File: config.mk
export PLATFORM = sky130hd
export DESIGN_NAME = paged_operation_margin_control
export DESIGN_NICKNAME = d
export VERILOG_FILES = /design/src/hdl/opctl_pkg.sv /design/src/hdl/margin_channel.sv /design/src/hdl/paged_operation_margin_control.sv
export SDC_FILE = /design/constraint.sdc
export NUM_CORES = 1
export LEC_CHECK = 0
export BUFFER_PORTS_ARGS = -buffer_cell sky130_fd_sc_hd__buf_4
export CORE_ASPECT_RATIO = 1.4
export CORE_MARGIN = 1
export CORE_UTILIZATION = 45
export CTS_CLUSTER_DIAMETER = 150
export DETAILED_ROUTE_END_ITERATION = 8
export PLACE_DENSITY = 0.66
export SYNTH_ARGS = -nofsm -noshare
export SYNTH_HDL_FRONTEND = slang
export SYNTH_SLANG_ARGS = --single-unit
File: constraint.sdc
create_clock -name clk -period 7.47 [get_ports clk]
set_input_delay 0.3735 -clock clk [delete_from_list [all_inputs] [get_ports clk]]
set_output_delay 0.3735 -clock clk [all_outputs]
set_load 0.005 [all_outputs]
File: src/hdl/opctl_pkg.sv
`default_nettype none
package opctl_pkg;

  // Command codes served by the byte slave
  localparam logic [7:0] CMD_PAGE = 8'h00;
  localparam logic [7:0] CMD_OPERATION = 8'h01;

  // Page selector values
  localparam logic [7:0] PAGE_FIRST = 8'h00;
  localparam logic [7:0] PAGE_SECOND = 8'h01;
  localparam logic [7:0] PAGE_BOTH = 8'hff;

  // Operation register layout and reset values
  localparam int ON_BIT = 7;
  localparam int MARGIN_MSB = 5;
  localparam int MARGIN_LSB = 2;
  localparam logic [7:0] OP_RESET = 8'h00;
  localparam logic [7:0] OP_WRITE_MASK = 8'hbf;
  localparam logic [7:0] PAGE_RESET = 8'h00;

  // Margin field codes
  localparam logic [3:0] MARGIN_OFF = 4'h0;
  localparam logic [3:0] MARGIN_LOW_IGN = 4'h5;
  localparam logic [3:0] MARGIN_LOW_ACT = 4'h6;
  localparam logic [3:0] MARGIN_HIGH_IGN = 4'h9;
  localparam logic [3:0] MARGIN_HIGH_ACT = 4'ha;
  localparam logic [1:0] FAULT_IGNORE = 2'h1;

  // Source select value that hands the voltage to the bus
  localparam logic [7:0] SRC_BUS = 8'h01;

  // Slave address default, arbitrary
  localparam logic [6:0] DEV_ADDR_DEFAULT = 7'h40;

  // Bit count of one byte
  localparam logic [3:0] BYTE_BITS = 4'h8;

  // One setpoint step per slew period
  localparam int CLK_PERIOD_NS = 10;
  localparam int SLEW_STEP_NS = 1000;
  localparam int SLEW_STEP_CYC = (SLEW_STEP_NS + CLK_PERIOD_NS - 1) /
                                 CLK_PERIOD_NS;
  localparam logic [7:0] SLEW_CNT_LAST = 8'(SLEW_STEP_CYC - 1);

  typedef enum logic [3:0] {
    ST_IDLE = 4'b0000,
    ST_ADDR = 4'b0001,
    ST_ADDR_ACK = 4'b0010,
    ST_CMD = 4'b0011,
    ST_CMD_ACK = 4'b0100,
    ST_WDATA = 4'b0101,
    ST_WDATA_ACK = 4'b0110,
    ST_RDATA = 4'b0111,
    ST_RDATA_ACK = 4'b1000,
    ST_WAIT = 4'b1001
  } bus_state_t;

  typedef struct packed {
    logic use_cmd;
    logic use_pin;
  } onoff_cfg_t;

  typedef struct packed {
    logic [7:0] nominal;
    logic [7:0] margin_low;
    logic [7:0] margin_high;
  } setpoint_t;

  typedef struct packed {
    logic conv_on;
    logic fault_ignore;
    logic ov_warn;
    logic [7:0] vout_target;
  } chan_out_t;

  localparam chan_out_t CHAN_RESET = '0;

  typedef struct packed {
    logic [2:0] scl_s;
    logic [2:0] sda_s;
    logic [1:0] en_s1;
    logic [1:0] en_s2;
    logic uv_s1;
    logic uv_s2;
    bus_state_t state;
    logic [3:0] cnt;
    logic [7:0] sh;
    logic rw;
    logic [7:0] cmd;
    logic [7:0] page;
    logic [7:0] op_first;
    logic [7:0] op_second;
    logic sda_oe;
    logic [7:0] slew_cnt;
    logic tick;
  } slave_state_t;

  localparam slave_state_t SLAVE_RESET = '{
    scl_s: 3'h7, sda_s: 3'h7, en_s1: 2'h0, en_s2: 2'h0,
    uv_s1: 1'b0, uv_s2: 1'b0, state: ST_IDLE, cnt: 4'h0,
    sh: 8'h00, rw: 1'b0, cmd: 8'h00, page: PAGE_RESET,
    op_first: OP_RESET, op_second: OP_RESET, sda_oe: 1'b0,
    slew_cnt: 8'h00, tick: 1'b0};

endpackage
`default_nettype wire

File: src/hdl/margin_channel.sv
`timescale 1ns/100ps
`default_nettype none
module margin_channel (
  input wire logic clk,
  input wire logic rstn,
  input wire logic [7:0] op,
  input wire opctl_pkg::setpoint_t setpoint,
  input wire opctl_pkg::onoff_cfg_t cfg,
  input wire logic en_pin,
  input wire logic uvlo_ok,
  input wire logic bus_owns_vout,
  input wire logic tick,
  input wire logic ov_warn_clr,
  output opctl_pkg::chan_out_t st
);
  import opctl_pkg::*;

  chan_out_t st_q;
  chan_out_t st_d;
  logic [7:0] goal;
  logic active;

  always_comb begin
    st_d = st_q;
    goal = setpoint.nominal;
    active = 1'b0;
    case (op[MARGIN_MSB:MARGIN_LSB])
      MARGIN_LOW_IGN, MARGIN_LOW_ACT: begin
        goal = setpoint.margin_low;
        active = 1'b1;
      end
      MARGIN_HIGH_IGN, MARGIN_HIGH_ACT: begin
        goal = setpoint.margin_high;
        active = 1'b1;
      end
      default: begin
        goal = setpoint.nominal;
        active = 1'b0;
      end
    endcase
    // Without bus ownership the margin codes cannot move the rail
    if (!bus_owns_vout) begin
      goal = setpoint.nominal;
      active = 1'b0;
    end
    st_d.conv_on = uvlo_ok & (~cfg.use_cmd | op[ON_BIT]) &
                   (~cfg.use_pin | en_pin);
    st_d.fault_ignore = active &
                        (op[MARGIN_LSB+1:MARGIN_LSB] == FAULT_IGNORE);
    if (active && !st_d.fault_ignore && goal > setpoint.nominal) begin
      st_d.ov_warn = 1'b1;
    end else if (ov_warn_clr) begin
      st_d.ov_warn = 1'b0;
    end
    if (tick) begin
      if (st_q.vout_target < goal) begin
        st_d.vout_target = st_q.vout_target + 8'h01;
      end else if (st_q.vout_target > goal) begin
        st_d.vout_target = st_q.vout_target - 8'h01;
      end
    end
  end

  always_ff @(posedge clk) begin
    if (!rstn) begin
      st_q <= CHAN_RESET;
    end else begin
      st_q <= st_d;
    end
  end

  assign st = st_q;

endmodule // margin_channel
`default_nettype wire

File: src/hdl/paged_operation_margin_control.sv
`timescale 1ns/100ps
`default_nettype none
module paged_operation_margin_control #(
  parameter logic [6:0] DEV_ADDR = opctl_pkg::DEV_ADDR_DEFAULT
) (
  input wire logic clk,
  input wire logic rstn,
  input wire logic scl,
  input wire logic sda_i,
  output logic sda_o,
  output logic sda_oe,
  input wire logic first_channel_enable_pin,
  input wire logic second_channel_enable_pin,
  input wire logic uvlo_ok,
  input wire opctl_pkg::onoff_cfg_t onoff_cfg,
  input wire logic [7:0] voltage_control_source_select,
  input wire opctl_pkg::setpoint_t setpoint_first,
  input wire opctl_pkg::setpoint_t setpoint_second,
  input wire logic ov_warn_clr,
  output opctl_pkg::chan_out_t chan_first,
  output opctl_pkg::chan_out_t chan_second
);
  import opctl_pkg::*;

  slave_state_t st_q;
  slave_state_t st_d;
  logic scl_rise;
  logic scl_fall;
  logic start_seen;
  logic stop_seen;
  logic [7:0] wval;
  logic [7:0] rval;
  logic bus_owns;

  assign bus_owns = (voltage_control_source_select == SRC_BUS);
  assign wval = st_q.sh & OP_WRITE_MASK;

  always_comb begin
    if (st_q.cmd == CMD_PAGE) begin
      rval = st_q.page;
    end else if (st_q.page == PAGE_SECOND) begin
      rval = st_q.op_second;
    end else begin
      rval = st_q.op_first;
    end
  end

  always_comb begin
    st_d = st_q;
    // Two flops before any logic looks at scl, sda_i, the enable pins or uvlo_ok
    st_d.scl_s = {st_q.scl_s[1:0], scl};
    st_d.sda_s = {st_q.sda_s[1:0], sda_i};
    st_d.en_s1 = {second_channel_enable_pin, first_channel_enable_pin};
    st_d.en_s2 = st_q.en_s1;
    st_d.uv_s1 = uvlo_ok;
    st_d.uv_s2 = st_q.uv_s1;
    scl_rise = st_q.scl_s[1] & ~st_q.scl_s[2];
    scl_fall = ~st_q.scl_s[1] & st_q.scl_s[2];
    start_seen = st_q.scl_s[1] & st_q.scl_s[2] &
                 ~st_q.sda_s[1] & st_q.sda_s[2];
    stop_seen = st_q.scl_s[1] & st_q.scl_s[2] &
                st_q.sda_s[1] & ~st_q.sda_s[2];

    // Slew tick, free running
    st_d.tick = 1'b0;
    if (st_q.slew_cnt == SLEW_CNT_LAST) begin
      st_d.slew_cnt = 8'h00;
      st_d.tick = 1'b1;
    end else begin
      st_d.slew_cnt = st_q.slew_cnt + 8'h01;
    end

    if (start_seen) begin
      st_d.state = ST_ADDR;
      st_d.cnt = 4'h0;
      st_d.sda_oe = 1'b0;
    end else if (stop_seen) begin
      st_d.state = ST_IDLE;
      st_d.sda_oe = 1'b0;
    end else if (scl_rise) begin
      case (st_q.state)
        ST_ADDR, ST_CMD, ST_WDATA: begin
          st_d.sh = {st_q.sh[6:0], st_q.sda_s[1]};
          st_d.cnt = st_q.cnt + 4'h1;
        end
        ST_RDATA: begin
          st_d.cnt = st_q.cnt + 4'h1;
        end
        default: begin
          st_d.cnt = st_q.cnt;
        end
      endcase
    end else if (scl_fall) begin
      case (st_q.state)
        ST_ADDR: begin
          if (st_q.cnt == BYTE_BITS) begin
            if (st_q.sh[7:1] == DEV_ADDR) begin
              st_d.rw = st_q.sh[0];
              st_d.sda_oe = 1'b1;
              st_d.state = ST_ADDR_ACK;
            end else begin
              st_d.state = ST_WAIT;
            end
          end
        end
        ST_ADDR_ACK: begin
          st_d.cnt = 4'h0;
          if (st_q.rw) begin
            st_d.sh = rval;
            st_d.sda_oe = ~rval[7];
            st_d.state = ST_RDATA;
          end else begin
            st_d.sda_oe = 1'b0;
            st_d.state = ST_CMD;
          end
        end
        ST_CMD: begin
          if (st_q.cnt == BYTE_BITS) begin
            // Unserved commands are refused with a NACK
            if (st_q.sh == CMD_PAGE || st_q.sh == CMD_OPERATION) begin
              st_d.cmd = st_q.sh;
              st_d.sda_oe = 1'b1;
              st_d.state = ST_CMD_ACK;
            end else begin
              st_d.state = ST_WAIT;
            end
          end
        end
        ST_CMD_ACK: begin
          st_d.sda_oe = 1'b0;
          st_d.cnt = 4'h0;
          st_d.state = ST_WDATA;
        end
        ST_WDATA: begin
          if (st_q.cnt == BYTE_BITS) begin
            st_d.sda_oe = 1'b1;
            st_d.state = ST_WDATA_ACK;
            if (st_q.cmd == CMD_PAGE) begin
              st_d.page = st_q.sh;
            end else begin
              case (st_q.page)
                PAGE_FIRST: st_d.op_first = wval;
                PAGE_SECOND: st_d.op_second = wval;
                PAGE_BOTH: begin
                  st_d.op_first = wval;
                  st_d.op_second = wval;
                end
                default: st_d.op_first = st_q.op_first;
              endcase
            end
          end
        end
        ST_WDATA_ACK: begin
          // Extra bytes past the single data byte are not acked
          st_d.sda_oe = 1'b0;
          st_d.state = ST_WAIT;
        end
        ST_RDATA: begin
          if (st_q.cnt == BYTE_BITS) begin
            st_d.sda_oe = 1'b0;
            st_d.state = ST_RDATA_ACK;
          end else begin
            st_d.sh = {st_q.sh[6:0], 1'b0};
            st_d.sda_oe = ~st_q.sh[6];
          end
        end
        ST_RDATA_ACK: begin
          st_d.state = ST_WAIT;
        end
        default: begin
          st_d.sda_oe = 1'b0;
        end
      endcase
    end
  end

  always_ff @(posedge clk) begin
    if (!rstn) begin
      st_q <= SLAVE_RESET;
    end else begin
      st_q <= st_d;
    end
  end

  // Open drain: only ever pulls low
  assign sda_o = 1'b0;
  assign sda_oe = st_q.sda_oe;

  margin_channel u_first (
    .clk(clk),
    .rstn(rstn),
    .op(st_q.op_first),
    .setpoint(setpoint_first),
    .cfg(onoff_cfg),
    .en_pin(st_q.en_s2[0]),
    .uvlo_ok(st_q.uv_s2),
    .bus_owns_vout(bus_owns),
    .tick(st_q.tick),
    .ov_warn_clr(ov_warn_clr),
    .st(chan_first)
  );

  margin_channel u_second (
    .clk(clk),
    .rstn(rstn),
    .op(st_q.op_second),
    .setpoint(setpoint_second),
    .cfg(onoff_cfg),
    .en_pin(st_q.en_s2[1]),
    .uvlo_ok(st_q.uv_s2),
    .bus_owns_vout(bus_owns),
    .tick(st_q.tick),
    .ov_warn_clr(ov_warn_clr),
    .st(chan_second)
  );

endmodule // paged_operation_margin_control
`default_nettype wire

### After elaboration in Yosys (flattened, before gate mapping)

Index checks and enable logic that the tools add are counted.
Widths: inputs -> output; s select.

| word-level totals | value |
|---|---|
| bits in registers | 93 |
| logic and storage cells | 223 |
| input port bits | 66 |
| output and inout bits | 24 |

| operators by class | value |
|---|---|
| reductions and logical operators | 47 |
| $add $sub $neg | 6 |
| equal/unequal tests | 45 |
| mux-type cells | 63 |
| bitwise operators | 30 |
| order comparisons | 6 |

Operators with widths:

| operator | number |
|---|---|
| $mux 25 | 6 |
| $mux 8 | 17 |
| $pmux 8 s2 | 3 |
| $mux 47 | 1 |
| $mux 45 | 1 |
| $reduce_and 7->1 | 6 |
| $mux 34 | 1 |
| $eq 4x3->1 const B | 8 |
| $gt 8x8->1 | 4 |
| $mux 4 | 8 |
| $ne 6x6->1 const B | 5 |
| $pmux 4 s7 | 1 |
| $add 8x1->8 const B | 3 |
| $eq 4x4->1 const B | 6 |
| $eq 8x1->1 const B | 3 |
| $logic_not 8->1 | 3 |
| $mux 24 | 1 |
| $reduce_and 8->1 | 3 |
| $reduce_or 2->1 | 10 |
| $mux 1 | 19 |
| $lt 8x8->1 | 2 |
| $mux 16 | 1 |
| $ne 4x4->1 const B | 4 |
| $sub 8x1->8 const B | 2 |
| other kinds (29) | 79 |

### Logic depth before layout (Yosys ltp)

Gate-level depths: netlist (run 1).

| logic depth | value |
|---|---|
| depth in word-level cells | 15 |
| mapped depth | 19 |

### Modules after synthesis

A second synthesis (run 1) with hierarchy kept.

| second synthesis, totals | value |
|---|---|
| cell total of the unflattened synthesis | 699 |
| area total of the unflattened synthesis | 6138.4 µm² |

By module, submodules not included:

| module | area an instance (µm²) | cells each | instances | sequential area each (µm²) |
|---|---|---|---|---|
| paged_operation_margin_control | 3442.1 | 384 | 1 | 1381.3 |
| margin_channel at u_first | 1358.8 | 157 | 1 | 220.2 |
| margin_channel at u_second | 1337.5 | 158 | 1 | 220.2 |

### Least setup slack after synthesis (run 1)

No wires, ideal clock.

| timing | value |
|---|---|
| path kind | input-to-reg |
| start point | input port voltage_control_source_select[1] |
| end point | register u_second.st_q (netlist bit u_second.st[7]) |
| setup slack | 3.252 ns |
| data required time | 7.398 ns |
| data arrival time | 4.146 ns |
| stages on the path | 19 |
| buffers on the path | 2 |
| path through | nor4b_1 nand2_1 clkbuf_1 or2_0 buf_6 a21o_1 inv_2 ha_1 nor2b_1 o211ai_1 a21bo_2 nand2_1 ha_1 and3_1 a221o_1 o41a_1 a21o_1 a21oi_1 mux2i_1 |

| on the way | value |
|---|---|
| word-level cells in the longest chain between the ends | 5 |
| elaborated cells between the ends (all ways) | 7 |

RTL lines:

| item | line | RTL |
|---|---|---|
| start, declared | paged_operation_margin_control.sv:16 | `input wire logic [7:0] voltage_control_source_select,` |
| $eq 8x1->1 * | paged_operation_margin_control.sv:35 | `assign bus_owns = (voltage_control_source_select == SRC_BUS);` |
| $mux 8 * | margin_channel.sv:42 | `if (!bus_owns_vout) begin` |
| $gt 8x8->1 / $lt 8x8->1 (equally long branches) | margin_channel.sv:58, margin_channel.sv:56 |  |
| $reduce_bool 2->1 (no line) | n/a |  |
| $reduce_and 2->1 (no line) | n/a |  |
| end signal, assigned | margin_channel.sv:68 | `st_q <= st_d;` |
| end, declared | margin_channel.sv:18 | `chan_out_t st_q;` |

Every way passes the cells marked *; elsewhere a longest branch is shown, timed or not.
A chain may end at the register's enable or synchronous reset.

### Final worst setup path (run 1)

| timing | value |
|---|---|
| start point | register st_q[13] (netlist bit) |
| end point | register u_second.st_q (netlist bit u_second.st[7]) |

| on the way | value |
|---|---|
| word-level cells in the longest chain between the ends | 7 |
| elaborated cells between the ends (all ways) | 13 |

RTL lines:

| item | line | RTL |
|---|---|---|
| start, declared | paged_operation_margin_control.sv:25 | `slave_state_t st_q;` |
| start signal, assigned | paged_operation_margin_control.sv:181 | `st_q <= st_d;` |
| $eq 4x4->1 / $eq 4x3->1 (equally long branches) | margin_channel.sv:27 | `case (op[MARGIN_MSB:MARGIN_LSB])` |
| $reduce_or 2->1 | n/a |  |
| $pmux 8 s2 * | margin_channel.sv:27 |  |
| $mux 8 * | margin_channel.sv:42 |  |
| $gt 8x8->1 / $lt 8x8->1 (equally long branches) | margin_channel.sv:58, margin_channel.sv:56 |  |
| $reduce_bool 2->1 (no line) | n/a |  |
| $reduce_and 2->1 (no line) | n/a |  |

Marks and branches as above.

==> results of run 1 <==
how the worst max path moves through the flow:
stage | to | slack, ns | cells after the start
final | u_second.st[7]$_SDFFE_PN0P_ | 2.79 | 18
after floorplan | u_second.st[7]$_SDFFE_PN0P_ | 3.25 | 19
after global placement | u_second.st[7]$_SDFFE_PN0P_ | 2.60 | 18
after global routing | u_second.st[7]$_SDFFE_PN0P_ | 2.46 | 18
after CTS | u_second.st[7]$_SDFFE_PN0P_ | 2.80 | 18
after detailed placement | u_second.st[7]$_SDFFE_PN0P_ | 2.50 | 18
layer usage:
| layer | share of wire, % | global-route usage [%] | vias up |
|---|---|---|---|
| met3 | 5.8 | 3.32 | 21 |
| met1 | 41 | 25.0 | 2386 |
| met4 | 2.1 | 8.71 | 0 |
| met2 | 52 | 41.4 | 139 |
| li1 | - | - | 2572 |
| met5 | 0 | 0 | - |
power by group:
part	internal (mW)	total [mW]	leakage, nW	switching, mW
logic	0.0450	0.0871	2.17	0.0421
clock network	0.263	0.461	0.148	0.197
registers	0.490	0.493	0.736	0.00330
total	0.798	1.04	3.05	0.243
layout by cell type, fill, tap and decap left out, drive strengths merged, types with 13 or more instances in the layout:
cell type,synthesis,final
inv,54,57
mux2i,47,47
xnor2,15,15
dfxtp,91,91
o21ai,19,19
ha,52,52
nand3,17,17
nand2,30,30
a22oi,23,23
a21oi,35,35
nor2,95,95
nand2b,17,17
nor3,14,14
and2,13,13
a21o,25,25
buf,9,89
metrics by stage:
step	utilization, %	cells	hold WS [ns]	setup WS [ns]	total power [mW]
final	55.1	913	0.221	2.79	1.04
after global routing	55.1	913	0.219	2.46	1.08
after CTS	55.1	913	0.214	2.80	1.05
after floorplan	-	677	0.386	3.25	0.551
after global placement	52.7	897	0.389	2.60	0.588
after detailed placement	52.7	897	0.394	2.50	0.591
final cells by class:
class / instances / area, um2 / area share, %
tap: 150 / 188 / 2.73
clock inverter: 6 / 70.1 / 1.02
timing repair buffer: 89 / 668 / 9.71
inverter: 54 / 203 / 2.95
clock buffer: 10 / 229 / 3.33
multi-input combinational: 513 / 3700 / 53.8
sequential: 91 / 1820 / 26.5
flip-flops by register name (all words and copies together) (netlist names):
| name | flops |
|---|---|
| sda_oe | 1 |
| u_first.st | 11 |
| st_q | 61 |
| st_d | 7 |
| u_second.st | 11 |
worst max-delay path, cell delays in order, from the launching register on:
cell and delay, ns:
dfxtp_1 0.44, xnor2_1 0.18, nor3b_4 0.44, nor2_2 0.11, or2_0 0.36, a21o_1 0.26
inv_2 0.05, ha_1 0.22, nor2b_1 0.14, o211ai_1 0.19, a21bo_2 0.18, nand2_1 0.20
ha_1 0.41, and3_1 0.20, a221o_1 0.35, o41a_1 0.34, a21o_1 0.16, a21oi_1 0.16
mux2i_1 0.19
kinds of logic after synthesis:
group                    after synthesis
adder cells (fa/ha/maj)               54
XOR/XNOR                              23
buffers and inverters                 73
other                                  1
AND/OR/NAND/NOR                      239
AO/OA/AOI/OAI                        148
multiplexers                          48
flip-flops                            91
==> insert_results.sql, run 1 <==
INSERT INTO impl_metrics (metric_group, metric, value, unit) VALUES
('status', 'status', 'finished with violations', ''),
('status', 'failing_checks', 'design-rule violations', ''),
('setup_path', 'regToRegEndpoint', 'u_second.st[7]$_SDFFE_PN0P_', ''),
('finish', 'diodes', '0', ''),
('setup_path', 'reg2reg_depth', '18', ''),
('die', 'width_of_the_die', '98.3', 'um'),
('hold_path', 'hold_path_startpoint', 'scl', ''),
('placed_design', 'hpwl_dp', '10800', 'um'),
('yosys', 'ys_ff_latch', '91', ''),
('yosys', 'synth_top_family_by_area', 'simple AND/OR/NAND/NOR gates', ''),
('yosys', 'synth_top_cell_by_area', 'dfxtp_1', ''),
('setup_path', 'end_kind', 'register', ''),
('finish', 'layout-drive-gt1-share', '18.5', '%'),
('route', 'vias_post_dr', '5118', ''),
('clocking', 'clk_pin_slew', '0.07', 'ns'),
('hold_path', 'tightest_hold_check_type', 'primary input to register', ''),
('hold_path', 'timing.hold.worst_endpoint', 'st_d[69]$_SDFF_PN1_', ''),
('die', 'dieArea', '0.0134', 'mm2'),
('sta', 'rsz0062_at_grt', 'no', ''),
('yosys', 'compound_cell_area_share_of_the_yosys_netlist', '17.9', '%'),
('placed_design', 'placement.io_buffers', '88', ''),
('route', 'post_drt_wl_per_cell', '15.4', 'um'),
('clocking', 'post_cts_setup_buffer_count', '0', ''),
('route', 'route.detailed.drc', '14', ''),
('sta', 'clock-skew-final', '0.0116', 'ns'),
('route', 'ant_nets', '0', ''),
('hold_path', 'whs_path_depth', '2', ''),
('global_route', 'gr-total-overflow', '0', ''),
('global_route', 'number_of_antenna_violations_at_the_first_check_in_global_routing', '0', ''),
('setup_path', 'timing.critical_path.from_type', 'register', ''),
('clocking', 'tritoncts', 'yes', ''),
('clocking', 'total_of_cells_resized_after_clock_tree_synthesis', '0', ''),
('placed_design', 'place_area', '0.00658', 'mm2'),
('die', 'row_count', '48', ''),
('yosys', 'synth_enable_flop_cells', '0', ''),
('setup_path', 'critical_path.startpoint', 'st_q[13]$_SDFFE_PN0P_', ''),
('clocking', 'cts_buffers', '9', ''),
('yosys', 'synthMostInstantiatedCell', 'nor2_1', ''),
('sta', 'fmax', '214', 'MHz'),
('sta', 'post-route-min-period', '4.68', 'ns'),
('placed_design', 'final_weighted_congestion_of_routability_driven_global_placement', '0.894', ''),
('yosys', 'synth_cell_types', '73', ''),
('yosys', 'yosys.area_share.adder', '11.8', '%'),
('finish', 'postLayoutCellArea', '0.00688', 'mm2'),
('die', 'die-height', '137', 'um'),
('power_and_ir_drop', 'worst_ir_drop_vdd', '0.131', 'mV'),
('global_route', 'via_count_of_the_first_global_routing_pass', '5110', ''),
('yosys', 'dominantRegCellSynth', 'dfxtp_1', ''),
('sta', 'worst-slew-pin-transition', '0.678', 'ns'),
('sta', 'slew_headroom', '54.7', '%'),
('route', 'drt_pass_1_iters', '7', ''),
('route', 'route.final.wire_length', '14100', 'um'),
('yosys', 'syn-instance-count', '677', ''),
('global_route', 'grt_max_degree', '45', ''),
('yosys', 'synth_nets', '797', ''),
('clocking', 'hold_buffers_post_cts', '0', ''),
('yosys', 'post-synth-top-area-fraction', '31.2', '%'),
('clocking', 'clock_sinks', '91', ''),
('yosys', 'synth.yosys.seq_area_share', '31.2', '%'),
('setup_path', 'critical_path_start_end_classification', 'register to register', ''),
('clocking', 'ctsLongestPathBuffers', '2', ''),
('yosys', 'ys_top_cells_by_area', 'dfxtp_1, ha_1, mux2i_1', ''),
('finish', 'area_delta_synth_final', '17.8', '%'),
('route', 'drt_first_iter_violations', '190', ''),
('route', 'via_per_inst', '5.61', ''),
('power_and_ir_drop', 'power_density', '151', 'mW/mm2'),
('die', 'initial_utilization', '46.7', '%'),
('clocking', 'level_count_of_the_clock_h_tree', '3', ''),
('setup_path', 'critPathRequiredTime', '7.73', 'ns'),
('sta', 'final_hold_viol_count', '0', ''),
('yosys', 'synth-xor-area-share', '3.45', '%');
Note: power is estimated with default switching activity, not from simulation.
==> run 2: changes to the inputs <==
--- a/config.mk
+++ b/config.mk
@@ -5,13 +5,14 @@
 export SDC_FILE = /design/constraint.sdc
 export NUM_CORES = 1
 export LEC_CHECK = 0
+export ABC_AREA = 1
 export BUFFER_PORTS_ARGS = -buffer_cell sky130_fd_sc_hd__buf_4
 export CORE_ASPECT_RATIO = 1.4
 export CORE_MARGIN = 1
 export CORE_UTILIZATION = 45
 export CTS_CLUSTER_DIAMETER = 150
 export DETAILED_ROUTE_END_ITERATION = 8
-export PLACE_DENSITY = 0.66
+export PLACE_DENSITY = 0.68
 export SYNTH_ARGS = -nofsm -noshare
 export SYNTH_HDL_FRONTEND = slang
 export SYNTH_SLANG_ARGS = --single-unit
==> constraint.sdc (replaced) <==
create_clock -name clk -period 4.3 [get_ports clk]
set_input_delay 0.215 -clock clk [delete_from_list [all_inputs] [get_ports clk]]
set_output_delay 0.215 -clock clk [all_outputs]
set_load 0.005 [all_outputs]
==> insert_results.sql, run 2 <==
INSERT INTO impl_metrics (metric_group, metric, value, unit) VALUES
('global_route', 'first_pass_grt_wire_length', '24100', 'um'),
('clocking', 'level_count_of_the_clock_h_tree', '3', ''),
('setup_path', 'timing.critical_path.from_type', 'register', ''),
('yosys', 'synthArstFlopShare', '0', '%'),
('route', 'vias_post_dr', '5715', ''),
('yosys', 'syn-instance-count', '907', ''),
('clocking', 'post_cts_setup_buffer_count', '0', ''),
('yosys', 'synth.yosys.seq_area_share', '30.6', '%'),
('die', 'core-area', '0.0129', 'mm2'),
('route', 'post_drt_wl_per_cell', '12.3', 'um'),
('setup_path', 'cp_max_fo', '16', ''),
('die', 'die-height', '138', 'um'),
('route', 'ant_nets', '0', ''),
('sta', 'final_hold_viol_count', '0', ''),
('finish', 'largest_register', 'st_q', ''),
('global_route', 'number_of_antenna_violations_at_the_first_check_in_global_routing', '0', ''),
('hold_path', 'timing.hold.worst_endpoint', 'st_d[61]$_SDFF_PN0_', ''),
('sta', 'final_min_period_over_clock_period', '87.9', '%'),
('die', 'dieArea', '0.0137', 'mm2'),
('route', 'drt_pass_1_iters', '5', ''),
('setup_path', 'worst_path_max_delay_cell', 'ha_1', ''),
('global_route', 'grt_max_degree', '66', ''),
('yosys', 'synth_enable_flop_cells', '0', ''),
('finish', 'layout-drive-gt1-share', '13.0', '%'),
('placed_design', 'final_weighted_congestion_of_routability_driven_global_placement', '0.923', ''),
('hold_path', 'hold_path_startpoint', 'first_channel_enable_pin', ''),
('setup_path', 'crit_chain', 'xor2_1 > nand3_2 > a21oi_2 > inv_2 > o21ai_1 > ha_1 > nand2_1 > inv_1 > nand2_1 > nand2_1 > nand2_1 > nand2_1 > ha_1 > a21oi_1 > nand2_1 > a21oi_1 > inv_1 > nand2_1 > nand3_1 > nor2_1 > nor2_1 > nor2_1', ''),
('power_and_ir_drop', 'power_density', '255', 'mW/mm2'),
('yosys', 'syn_area', '0.00595', 'mm2'),
('die', 'width_of_the_die', '99.2', 'um'),
('route', 'routedLengthMet1', '6150', 'um'),
('yosys', 'dominantRegCellSynth', 'dfxtp_1', ''),
('finish', 'final_nets', '1109', ''),
('setup_path', 'end_kind', 'register', ''),
('placed_design', 'hpwl_dp', '10900', 'um'),
('status', 'status', 'finished, final reports clean', ''),
('finish', 'final_common_cell', 'nand2_1', ''),
('setup_path', 'regToRegEndpoint', 'u_second.st[7]$_SDFFE_PN0P_', ''),
('clocking', 'clk_pin_slew', '0.07', 'ns'),
('sta', 'clock-skew-final', '0.00771', 'ns'),
('yosys', 'synthesis.area_per_instance', '6.56', 'um2'),
('finish', 'diodes', '0', ''),
('finish', 'final_core_utilization', '54.2', '%'),
('setup_path', 'reg2reg_depth', '22', ''),
('sta', 'worst-slew-pin-transition', '0.687', 'ns'),
('setup_path', 'crit-reg2reg-launch', 'st_q[13]$_SDFFE_PN0P_', ''),
('sta', 'slew_headroom', '54.2', '%'),
('clocking', 'tritoncts', 'yes', ''),
('global_route', 'groute.usage.overall', '21.7', '%'),
('finish', 'largest_register_ffs', '61', ''),
('hold_path', 'whs_path_depth', '3', ''),
('placed_design', 'pre_cts_slack', '0.536', 'ns'),
('route', 'wl_met3', '347', 'um'),
('sta', 'fmax', '265', 'MHz'),
('sta', 'worst_hold_slack', '0.0503', 'ns'),
('power_and_ir_drop', 'worst_ir_drop_vdd', '0.162', 'mV'),
('finish', 'area_delta_synth_final', '17.3', '%'),
('placed_design', 'placement.io_buffers', '88', ''),
('clocking', 'cts_root_buffer', 'clkbuf_16', ''),
('global_route', 'via_count_of_the_first_global_routing_pass', '5381', ''),
('setup_path', 'critPathMaxStageDelay', '0.45', 'ns'),
('clocking', 'hold_buffers_post_cts', '0', ''),
('yosys', 'synth.top_cells.by_count', 'nand2_1, inv_1, nor2_1', ''),
('sta', 'setup_violations', '0', ''),
('yosys', 'ys_ff_latch', '91', ''),
('global_route', 'gr-total-overflow', '0', ''),
('hold_path', 'tightest_hold_check_type', 'primary input to register', ''),
('power_and_ir_drop', 'power.static_leakage', '3.76', 'nW'),
('die', 'row_count', '49', ''),
('yosys', 'synth_top_cell_by_area', 'dfxtp_1', ''),
('sta', 'rsz0062_at_grt', 'no', ''),
('setup_path', 'critical_path_start_end_classification', 'register to register', ''),
('route', 'route.detailed.drc', '0', ''),
('yosys', 'synth_cell_types', '38', ''),
('setup_path', 'rrSetupSlack', '0.52', 'ns'),
('sta', 'post-route-min-period', '3.78', 'ns'),
('setup_path', 'worst-endpoint-arrival', '4.06', 'ns'),
('flow_run', 'maximum_capacitance_violations', '0', ''),
('route', 'route.final.wire_length', '14100', 'um'),
('clocking', 'worst_skew_pair.late_latency', '0.35', 'ns'),
('die', 'design.portCount', '90', ''),
('clocking', 'total_of_cells_resized_after_clock_tree_synthesis', '0', ''),
('route', 'drt_first_iter_violations', '155', ''),
('sta', 'totalNegativeSetupSlack', '0', 'ns'),
('clocking', 'clock_sinks', '91', ''),
('route', 'via_per_inst', '4.98', ''),
('yosys', 'post-synth-top-area-fraction', '30.6', '%'),
('finish', 'final_cell_mix', 'nand2_1, inv_1, nor2_1', ''),
('route', 'highest-signal-layer', 'met4', ''),
('clocking', 'ctsLongestPathBuffers', '2', ''),
('setup_path', 'critical-path-top-cell-by-count', 'nand2_1', ''),
('die', 'initial_utilization', '46.2', '%'),
('yosys', 'synth_warnings', '0', ''),
('route', 'met2_routed_length', '7260', 'um'),
('setup_path', 'critPathRequiredTime', '4.58', 'ns'),
('yosys', 'synth_nets', '1027', ''),
('yosys', 'ys_top_cells_by_area', 'dfxtp_1, nand2_1, ha_1', ''),
('clocking', 'cts_buffers', '9', ''),
('sta', 'timing.final.max_slew_violations', '0', ''),
('yosys', 'synthMostInstantiatedCell', 'nand2_1', ''),
('sta', 'final_critical_path_setup_slack', '0.522', 'ns');
run 2: changes by cell type after synthesis, moves of 13 or more:
cell      before  now
nand2_1       30  182
o22ai_1        1   16
nor2_1        92  114
a21oi_1       33   76
and2_1        13    0
o21ai_1        0   13
nand2b_1      16    0
inv_2         16    3
mux2i_1       47    0
nand3_1       16   43
o21ai_0       18   49
inv_1         38  170
a21o_1        25    4
a22oi_1       23    1
run 2: kinds of logic after synthesis:
logic type	synth area share (%)
other	0.0630
AOI/OAI and AO/OA	15.8
and+or+nand+nor	27.6
adders and majority gates	11.6
DFF	30.6
buffers and inverters	12.7
xor gates and xnor gates	1.62
run 2: worst max-delay path: cells and delay by family (launching register included):
kind	cells	cell delay, ns
simple gates	12	1.22
compound gates	4	0.84
flops	1	0.38
fa+ha+maj	2	0.73
xor+xnor	1	0.25
buf+inv	3	0.27
run 2: area by class of cell:
cell class                 count  area, um2
tap                          153        191
sequential                    91       1820
clock buffer                  10        229
inverter                     173        649
multi-input combinational    625       3370
clock inverter                 6       50.0
timing repair buffer          89        668
fill                        1319       5890
run 2: worst max path at each step:
| stage | startpoint | end | slack (ns) | depth (start not counted) |
|---|---|---|---|---|
| detailed placement | st_q[13]$_SDFFE_PN0P_ | u_second.st[7]$_SDFFE_PN0P_ | 0.54 | 22 |
| floorplan | st_q[13]$_SDFFE_PN0P_ | u_second.st[7]$_SDFFE_PN0P_ | 0.97 | 21 |
| CTS | st_q[13]$_SDFFE_PN0P_ | u_second.st[7]$_SDFFE_PN0P_ | 0.52 | 22 |
| global route | st_q[21]$_SDFFE_PN0P_ | u_first.st[7]$_SDFFE_PN0P_ | 0.05 | 22 |
| global placement | st_q[21]$_SDFFE_PN0P_ | u_first.st[7]$_SDFFE_PN0P_ | 0.61 | 20 |
| finish | st_q[13]$_SDFFE_PN0P_ | u_second.st[7]$_SDFFE_PN0P_ | 0.52 | 22 |
run 2: through the flow:
stage | cell area [um2] | cells | power [mW]
after floorplan | 5950 | 907 | 0.980
after CTS | 6980 | 1147 | 1.81
after global placement | 6710 | 1131 | 1.05
after global routing | 6980 | 1147 | 1.86
final | 6980 | 1147 | 1.78
after detailed placement | 6710 | 1131 | 1.05
run 2: power by group:
part	leakage [nW]	internal [mW]	switching [mW]	total (mW)
registers	0.736	0.852	0.00629	0.858
clock network	0.135	0.399	0.348	0.747
logic	2.89	0.0812	0.0911	0.172
total	3.76	1.33	0.446	1.78
run 2: per-layer routing:
layer | vias to the layer above | track usage, %
li1 | 3061 | -
met1 | 2534 | 25.3
met2 | 95 | 39.3
met3 | 25 | 3.24
met4 | 0 | 8.13
met5 | - | 0
